<file path="config.mk">
export PLATFORM = sky130hd
export DESIGN_NAME = fec_top
export DESIGN_NICKNAME = d
export VERILOG_FILES = /design/src/include/fec_pkg.sv /design/src/logic/fec_top.sv
export SDC_FILE = /design/constraint.sdc
export NUM_CORES = 1
export LEC_CHECK = 0
export BUFFER_PORTS_ARGS = -buffer_cell sky130_fd_sc_hd__buf_4
export CAP_MARGIN = 10
export CELL_PAD_IN_SITES_DETAIL_PLACEMENT = 1
export CELL_PAD_IN_SITES_GLOBAL_PLACEMENT = 1
export CORE_MARGIN = 4
export CORE_UTILIZATION = 46
export DETAILED_ROUTE_END_ITERATION = 8
export PLACE_DENSITY = 0.9
export SETUP_SLACK_MARGIN = 0.2
export SYNTH_ARGS = -nofsm -noshare
export SYNTH_HDL_FRONTEND = slang
export SYNTH_SLANG_ARGS = --single-unit
</file>
<file path="constraint.sdc">
create_clock -name clk -period 4.5 [get_ports clk]
set_input_delay 0.45 -clock clk [delete_from_list [all_inputs] [get_ports clk]]
set_output_delay 0.45 -clock clk [all_outputs]
set_load 0.05 [all_outputs]
</file>
<file path="src/include/fec_pkg.sv">
// Package of constants and types for the frequency error counter.
package fec_pkg;

  // ---------------------------------------------------------------
  // Clock and divider figures
  // ---------------------------------------------------------------
  localparam int unsigned CLK_HZ     = 20_000_000;
  localparam int unsigned REF_HZ     = 10_000_000;
  localparam int unsigned HL_REF_HZ  = 500_000;
  localparam int unsigned DIG_REF_HZ = 1_000_000;
  localparam int unsigned DIV_HL     = CLK_HZ / HL_REF_HZ;
  localparam int unsigned DIV_DIG    = CLK_HZ / DIG_REF_HZ;
  localparam int unsigned DEC_RATIO  = 10;
  localparam int unsigned N_DEC      = 5;
  localparam logic [5:0]  DIV_HL_LAST  = 6'(DIV_HL - 1);
  localparam logic [5:0]  DIV_DIG_LAST = 6'(DIV_DIG - 1);
  localparam logic [3:0]  DEC_LAST     = 4'(DEC_RATIO - 1);

  // ---------------------------------------------------------------
  // Counter layout
  // ---------------------------------------------------------------
  localparam int unsigned STAGE_W = 4;
  localparam int unsigned N_STAGE = 5;
  localparam int unsigned CNT_W   = STAGE_W * N_STAGE;
  localparam int unsigned DAC_W   = 2 * STAGE_W;
  localparam logic [CNT_W-1:0] NULL_COUNT = 20'h00080;
  localparam logic [DAC_W-1:0] NULL_CODE  = 8'h80;
  localparam logic [DAC_W-1:0] FULL_POS   = 8'hff;
  localparam logic [DAC_W-1:0] FULL_NEG   = 8'h00;

  // Nominal carrier count rate after the outside prescaler.
  localparam longint CAR_NOM_HZ = 1_000_000;
  localparam longint TB_HZ_10   = 10;
  localparam longint TB_HZ_100  = 100;
  localparam longint TB_HZ_1K   = 1_000;
  localparam longint TB_HZ_10K  = 10_000;

  // Starting counts: null count less the cycles expected in one window.
  localparam logic [CNT_W-1:0] CAR_PRE_10  = CNT_W'(128 - CAR_NOM_HZ / TB_HZ_10);
  localparam logic [CNT_W-1:0] CAR_PRE_100 = CNT_W'(128 - CAR_NOM_HZ / TB_HZ_100);
  localparam logic [CNT_W-1:0] CAR_PRE_1K  = CNT_W'(128 - CAR_NOM_HZ / TB_HZ_1K);
  localparam logic [CNT_W-1:0] CAR_PRE_10K = CNT_W'(128 - CAR_NOM_HZ / TB_HZ_10K);

  // ---------------------------------------------------------------
  // Types
  // ---------------------------------------------------------------
  typedef enum logic [1:0] {
    FEC_RNG_10  = 2'h0,
    FEC_RNG_100 = 2'h1,
    FEC_RNG_1K  = 2'h2,
    FEC_RNG_10K = 2'h3
  } fec_range_t;

  typedef enum logic [1:0] {FEC_IDLE, FEC_ARM, FEC_UP, FEC_DOWN} fec_fsm_t;

  typedef struct packed {
    logic car;
    logic unk;
    logic tone;
  } fec_sig_t;

  typedef struct packed {
    logic             hl_ref;
    logic             ll_ref;
    logic             khz_ref;
    logic [3:0]       tb;
  } fec_refs_t;

  typedef struct packed {
    logic [DAC_W-1:0] meter;
    logic             over;
    logic             under;
    logic             done;
    logic             busy;
  } fec_res_t;

  typedef struct packed {
    fec_fsm_t               st;
    logic [5:0]             d_hl;
    logic [5:0]             d_dig;
    logic [N_DEC-1:0][3:0]  dec;
    logic                   dig_tick;
    fec_refs_t              refs;
    fec_range_t             rng;
    logic                   audio;
    logic [CNT_W-1:0]       cnt;
    fec_sig_t               prev;
    fec_res_t               res;
  } fec_state_t;

endpackage : fec_pkg

</file>
<file path="src/logic/fec_top.sv">
// Frequency error counter: reference dividers, gated counter and meter code.
//
// Notes on behaviour
// - Divide the 10 MHz reference down to a 500 kHz high-loop reference.
// - Derive 1 MHz, then 10 kHz, 1 kHz, 100 Hz and 10 Hz timebases.
// - 100 Hz feeds the low loop; 1 kHz feeds carrier loop and tone.
// - Range selection picks the timebase that sets the sampling window length.
// - Carrier mode loads a range-dependent starting count before sampling.
// - Carrier mode adds one per input cycle seen inside the window.
// - Ending count of exactly 128 gives the null converter code.
// - Counts above 128 read more positive, below less, proportional to distance.
// - Audio mode preloads 128 so the count starts at zero error; the meter holds its last reading.
// - Audio mode first counts the unknown tone upward for one window.
// - Then the reference tone counts downward for an equal window.
// - Audio result above 128 means tone high, below means tone low.
// - Five 4-bit stages; low two feed converter, upper three the range detector.
// - Converter spans 0 to 255, negative at 0, zero at 128, positive at 255.
// - Low stages wrap past 255 carrying into overflow stages preset by range.
// - On scale only when overflow stages end at zero, else full-scale over/under.
`timescale 1ns/10ps
`default_nettype none

module fec_top
  import fec_pkg::*;
(
  input  wire logic       clk,
  input  wire logic       rst,
  input  wire logic       start,
  input  wire logic       audio_mode,
  input  wire fec_range_t range_sel,
  input  wire fec_sig_t   sig_in,
  output var  fec_refs_t  refs,
  output var  fec_res_t   result
);

  // ---------------------------------------------------------------
  // Decoding helpers
  // ---------------------------------------------------------------
  function automatic logic tb_pick(fec_range_t r, logic [3:0] tb);
    tb_pick = tb[r];
  endfunction : tb_pick

  function automatic logic [CNT_W-1:0] car_preload(fec_range_t r);
    unique case (r)
      FEC_RNG_10:  car_preload = CAR_PRE_10;
      FEC_RNG_100: car_preload = CAR_PRE_100;
      FEC_RNG_1K:  car_preload = CAR_PRE_1K;
      FEC_RNG_10K: car_preload = CAR_PRE_10K;
    endcase
  endfunction : car_preload

  fec_state_t s_q;
  fec_state_t s_d;
  logic       tick;
  logic       finish;
  logic       car_edge;
  logic       unk_edge;
  logic       tone_edge;
  logic [CNT_W-1:0] cnt_n;
  logic [CNT_W-DAC_W-1:0] ovf;

  // ---------------------------------------------------------------
  // Next-state logic
  // ---------------------------------------------------------------
  always_comb begin
    logic       carry;
    s_d       = s_q;
    carry     = 1'b0;
    tick      = tb_pick(s_q.rng, s_q.refs.tb);
    car_edge  = sig_in.car & ~s_q.prev.car;
    unk_edge  = sig_in.unk & ~s_q.prev.unk;
    tone_edge = sig_in.tone & ~s_q.prev.tone;
    s_d.prev  = sig_in;
    finish    = 1'b0;

    // The reference is the clock halved; the high-loop output comes
    // straight from the clock count so it needs no extra stage.
    s_d.refs.hl_ref = (s_q.d_hl == DIV_HL_LAST);
    s_d.d_hl        = s_d.refs.hl_ref ? 6'h00 : s_q.d_hl + 6'h01;
    s_d.dig_tick    = (s_q.d_dig == DIV_DIG_LAST);
    s_d.d_dig       = s_d.dig_tick ? 6'h00 : s_q.d_dig + 6'h01;

    // Decade chain from the 1 MHz enable: stage k ticks at 100 kHz / 10^k.
    carry = s_q.dig_tick;
    for (int k = 0; k < N_DEC; k++) begin
      if (carry) begin
        s_d.dec[k] = (s_q.dec[k] == DEC_LAST) ? 4'h0 : s_q.dec[k] + 4'h1;
      end
      carry = carry && (s_q.dec[k] == DEC_LAST);
      if (k >= 1) begin
        s_d.refs.tb[N_DEC-1-k] = carry;
      end
    end
    s_d.refs.ll_ref  = s_d.refs.tb[FEC_RNG_100];
    s_d.refs.khz_ref = s_d.refs.tb[FEC_RNG_1K];

    // Plain binary counting carries between 4-bit stages exactly as a
    // cascade would; a borrow below zero rolls the overflow stages to ones.
    cnt_n = s_q.cnt;
    if (s_q.st == FEC_UP) begin
      cnt_n = s_q.audio ? s_q.cnt + CNT_W'(unk_edge)
                        : s_q.cnt + CNT_W'(car_edge);
    end else if (s_q.st == FEC_DOWN) begin
      cnt_n = s_q.cnt - CNT_W'(tone_edge);
    end
    s_d.cnt = cnt_n;
    ovf     = cnt_n[CNT_W-1:DAC_W];

    s_d.res.done = 1'b0;
    unique case (s_q.st)
      FEC_IDLE: begin
        if (start) begin
          s_d.st    = FEC_ARM;
          s_d.rng   = range_sel;
          s_d.audio = audio_mode;
          s_d.cnt   = audio_mode ? NULL_COUNT : car_preload(range_sel);
        end
      end
      FEC_ARM: begin
        if (tick) begin
          s_d.st = FEC_UP;
        end
      end
      FEC_UP: begin
        if (tick) begin
          if (s_q.audio) begin
            s_d.st = FEC_DOWN;
          end else begin
            finish = 1'b1;
          end
        end
      end
      FEC_DOWN: begin
        if (tick) begin
          finish = 1'b1;
        end
      end
    endcase
    s_d.res.busy = (s_d.st != FEC_IDLE);

    // The meter code only moves when a measurement ends, so a reading
    // stays put while the next one is preloaded and gated.
    if (finish) begin
      s_d.st        = FEC_IDLE;
      s_d.res.busy  = 1'b0;
      s_d.res.done  = 1'b1;
      s_d.res.over  = (ovf != '0) && !ovf[CNT_W-DAC_W-1];
      s_d.res.under = ovf[CNT_W-DAC_W-1];
      if (ovf == '0) begin
        s_d.res.meter = cnt_n[DAC_W-1:0];
      end else if (ovf[CNT_W-DAC_W-1]) begin
        s_d.res.meter = FULL_NEG;
      end else begin
        s_d.res.meter = FULL_POS;
      end
    end
  end

  // ---------------------------------------------------------------
  // State register
  // ---------------------------------------------------------------
  always_ff @(posedge clk) begin
    if (rst) begin
      s_q           <= '0;
      s_q.st        <= FEC_IDLE;
      s_q.cnt       <= NULL_COUNT;
      s_q.res.meter <= NULL_CODE;
    end else begin
      s_q <= s_d;
    end
  end

  assign refs   = s_q.refs;
  assign result = s_q.res;
endmodule : fec_top

`default_nettype wire

</file>
Word-level counts from Yosys, hierarchy flattened
Index checks and enable logic that the tools add are counted.

Input bits: 9. Memory bits (read-only): 0. Logic and storage cells: 96. RAM bits: 0. Output and inout bits: 19. Flip-flop bits (word level): 80. Latch bits: 0. Memories kept: 0.

Div/mod/pow operators: 0. Reductions and logical operators: 16. Equality and inequality tests: 13. Bitwise logic cells: 6. Multipliers: 0. Add/sub/neg operators: 10. Shift-type cells: 0. Mux-type cells: 26. $lt $le $gt $ge: 1.

Operators by type and width (number): 20-bit 2-to-1 mux (6); 20-bit case mux with 4 select lines (1); 20-bit by 1-bit adder with 20-bit output (2); 4-bit by 1-bit adder with 4-bit output (second input constant) (5); 4-bit equality test (second input constant) (5); 4-bit 2-to-1 mux (5); 20-bit by 1-bit subtractor with 20-bit output (1); 8-bit 2-to-1 mux (2); 6-bit by 1-bit adder with 6-bit output (second input constant) (2); 12-bit zero test (1); 12-bit nonzero test (1); 2-bit 2-to-1 mux (5); 2-bit equality test (second input constant) (4); 6-bit by 5-bit equality test with 1-bit output (second input constant) (1); 6-bit equality test (second input constant) (1); 1-bit logical AND (6); 2-bit case mux with 3 select lines (1); 2-bit OR reduction (3); 2-bit by 1-bit equality test with 1-bit output (second input constant) (2); 2-bit zero test (2); 1-bit 2-to-1 mux (4); 1-bit bitwise AND (3); 2-bit by 3-bit < comparator with 1-bit output (second input constant) (1); 1-bit inverter (3); 5 further kinds (5).

Logic depth before layout (Yosys ltp)
Depth in word-level cells: 7. Depth in mapped cells: 11. Gate-level depth less buffers: 11.

Worst setup path before layout
OpenSTA, ideal clock, no wires.

Kind: input to register. From: in sig_in[0] (netlist bit). To: reg s_q (netlist bit result[5]). Data required time: 4.380 ns. Path buffers: 0. Arrival: 3.270 ns. Cell stages on the path: 10. Path slack: 1.110 ns. Library setup time: 0.120 ns. Path through: nor2b_1 -> ha_1 -> ha_1 -> or4b_1 -> or4_1 -> o32ai_1 -> xor2_1 -> or3b_1 -> o31a_4 -> a211o_1.

Longest elaborated chain between the ends: 6.

RTL lines: start: declaration (RTL line fec_top.sv:31) `input wire fec_sig_t sig_in,`; 1-bit bitwise AND * (RTL line fec_top.sv:72) `tone_edge = sig_in.tone & ~s_q.prev.tone;`; 20-bit by 1-bit subtractor with 20-bit output * (RTL line fec_top.sv:104) `cnt_n = s_q.cnt - CNT_W'(tone_edge);`; 20-bit 2-to-1 mux * (RTL line fec_top.sv:103) `end else if (s_q.st == FEC_DOWN) begin`; 20-bit 2-to-1 mux * (RTL line fec_top.sv:100) `if (s_q.st == FEC_UP) begin`; 12-bit zero test or 8-bit 2-to-1 mux (tied branches) (RTL line fec_top.sv:149, fec_top.sv:151); 8-bit 2-to-1 mux * (RTL line fec_top.sv:149) `if (ovf == '0) begin`; end: declaration (RTL line fec_top.sv:52) `fec_state_t s_q;`.

Mark *: on every way between the ends. The rest lies on a longest branch, timed or not. A chain may end at the register's enable or synchronous reset.

Worst setup path after layout
From: reg s_q[12] (netlist bit). To: reg s_q (netlist bit result[10]).

Longest elaborated chain between the ends: 7.

RTL lines (RTL line): 1-bit inverter * (fec_top.sv:72); 1-bit bitwise AND * (fec_top.sv:72); 20-bit by 1-bit subtractor with 20-bit output * (fec_top.sv:104); 20-bit 2-to-1 mux * (fec_top.sv:103); 20-bit 2-to-1 mux * (fec_top.sv:100); 12-bit zero test or 8-bit 2-to-1 mux (tied branches) (fec_top.sv:149, fec_top.sv:151); 8-bit 2-to-1 mux * (fec_top.sv:149).

Marks and branches as above.

==> impl_results.md <==
- Diode count: 0
- Die Width: 101.9 um
- DR vias/cell: 5.869
- Synth area leader: dfxtp_1
- Post-CTS Resized: 0
- P_leak: 1.642 nW
- Critical path endpoint category: flop
- Setup CP Type: reg -> reg
- Finished Layout Cells: 587
- Die Y: 101.9 um
- PD cells: 328.1 nW/um^2
- Boundary Pins: 28
- Setup TNS: 0 ns
- Initial DRC count: 117
- Post-Place Cells: 571
- Clock latency on the worst-skew pair: 0.35 ns
- Die ar.: 10380 sq um
- DR pass1 iterations: 4
- Hold path depth: 2
- Number of global-route vias before repair: 3500
- Via Count: 3445
- P&R area growth vs syn: 8.146%
- Largest net degree at the start of global routing: 60
- Highest Clock Rate: 286.9 MHz
- Final setup viols: 0
- Final hold vios: 0
- Initial antenna violation count: 0
- Type of element launching the critical path: flop
- EDFF count, synth: 0
- Worst Tran Pin Value: 0.9794 ns
- Yosys warning total: 0
- Yosys cell types: 55
- First-pass GRT wire length: 16.70 mm
- Worst-path fanout max: 8
- Maximum VDD drop: 0.2720 mV
- Gate Count Post-Synth: 479
- Worst Path Arrival: 3.72 ns
- Tmin final: 3.485 ns
- DRC viols: 0
- Synthesized area per cell: 8.466 sq um
- Top cell type's share of synthesized area: 38.51%
- Clock sink count: 78
- Min-delay worst type: in -> reg
- Layout net count: 497
- Seq/Total Area, Yosys: 38.51%
- RePlAce Congestion: 0.9085
- Antenna Nets Post-Route: 0
- GR Util All Layers: 20.06%
- Relative slew slack: 34.71%
- Reg2Reg Depth: 10
- Post-synth top flop: dfxtp_1
- Async SR Flop Fraction: 0%
- Core Region: 8382 sq um
- Slew Viols, Final: 0
- RSZ-0062 raised after global routing: false
- # rows: 33
- Area contributors post-synth: dfxtp_1 39%, nor2_1 5.4%, a21oi_1 4.3%
- Layout cells sized above 1: 10.79%
- DP Wirelength: 7.005 mm
- Clock tree root buffer cell: clkbuf_8
- Syn nets: 499
- Fin crit share: 77.44%
- Hold_ws: 0.3156 ns
- WL/cell: 16.52 um
- Post-CTS setup buffer count: 0
- Clk buf depth: 2
- Setup Skew: 0.009402 ns
- Finished Cell Area: 4385 sq um
- Register bit total from synthesis: 78
- CTS H-tree depth: 3
- Post-synthesis cell area: 4055 sq um
- Worst path required time: 4.73 ns
- Worst-path clk slew: 0.08 ns
- Filler Cells Inserted: 1017
- Max_cap viols: 0
- Instance area at placement: 4159 sq um
- DRT Wirelength: 9.697 mm
- Commonest cells post-synth: 78 x dfxtp_1, 58 x nor2_1, 35 x a21oi_1, 33 x nand2_1
- Most common cell in the synthesized netlist: dfxtp_1
- Num CTS Buffers: 9
- I/O Buffers: 27
- GRT overflow: 0
- CTS tree: done
- Status: finished, final reports clean
- Initial Util: 48.38%
- Hold buffer count at CTS: 0
## report_power, final
group / leakage [nW] / switching, W / internal, W
registers: 0.634 / 0.0000231 / 0.000707
clock network: 0.111 / 0.000272 / 0.000319
logic: 0.897 / 0.0000717 / 0.0000462
## placed cells by master (no fill, tap or decap), types with 11 or more instances in the layout
cell type / instances
nand2b_1: 13
inv_1: 12
nor2_1: 58
o21ai_0: 12
nor2b_1: 15
xnor2_1: 20
nor3_1: 13
ha_1: 11
nand4_1: 15
xor2_1: 12
nand2_1: 33
dfxtp_1: 78
nand3_1: 14
buf_4: 27
a21oi_1: 35
## flip-flops by register name (all words and copies together), names as in the netlist
register,count
s_q,61
result,12
refs,5
## worst paths after layout
check                           slack, ns                       to               start
worst max register to register       1.02  result[10]$_SDFFE_PP0P_  s_q[12]$_SDFF_PP0_
worst min-delay path                 0.32       s_q[12]$_SDFF_PP0_           sig_in[0]
worst min register to register       0.44       s_q[66]$_SDFF_PP0_  s_q[66]$_SDFF_PP0_
worst max-delay path                 1.02  result[10]$_SDFFE_PP0P_  s_q[12]$_SDFF_PP0_
## per-stage QoR
step / power, W / utilization [%] / setup slack, ns
finish: 0.001439 / 52.32 / 1.015
global route: 0.001506 / 52.32 / 0.8009
CTS: 0.001456 / 52.32 / 1.017
detailed placement: 0.0008631 / 49.62 / 0.7804
global placement: 0.0008574 / 49.62 / 0.8609
floorplan: 0.0008277 / - / 1.110
## critical path, stage by stage (launching register included)
cell and delay (ns):
dfxtp_1 0.30, nor2b_1 0.11, ha_1 0.19, ha_1 0.18, or4b_1 0.56, or4_1 0.54
o32ai_1 0.35, xor2_1 0.12, or3b_1 0.42, o31a_4 0.33, a221o_1 0.27
## per-layer routing
metal  global-route usage, %  up-vias  routed length (um)
met5                       0        -                   0
met4                   6.761        0                 127
met3                   4.369       13                 521
met2                   34.15       73                4844
met1                   25.25     1674                4204
li1                        -     1685                   -
## cells by family after synthesis
logic type | share of synthesized area (%)
AO/OA/AOI/OAI | 14.10
flip-flops | 38.51
AND/OR/NAND/NOR | 29.25
buffers and inverters | 6.788
multiplexers | 1.049
adder cells (fa/ha/maj) | 3.394
XOR/XNOR | 6.911
## layout make-up
class / count / area [sq um] / share of cell area, %
well taps: 105 / 131.4 / 2.996
inverters: 12 / 45.04 / 1.027
flip-flops and latches: 78 / 1562 / 35.61
multi-input cells: 349 / 2218 / 50.58
repair buffers: 27 / 202.7 / 4.622
clock buffers: 9 / 123.9 / 2.825
clock inverters: 7 / 102.6 / 2.340
Power figures use the tool's default switching activity.
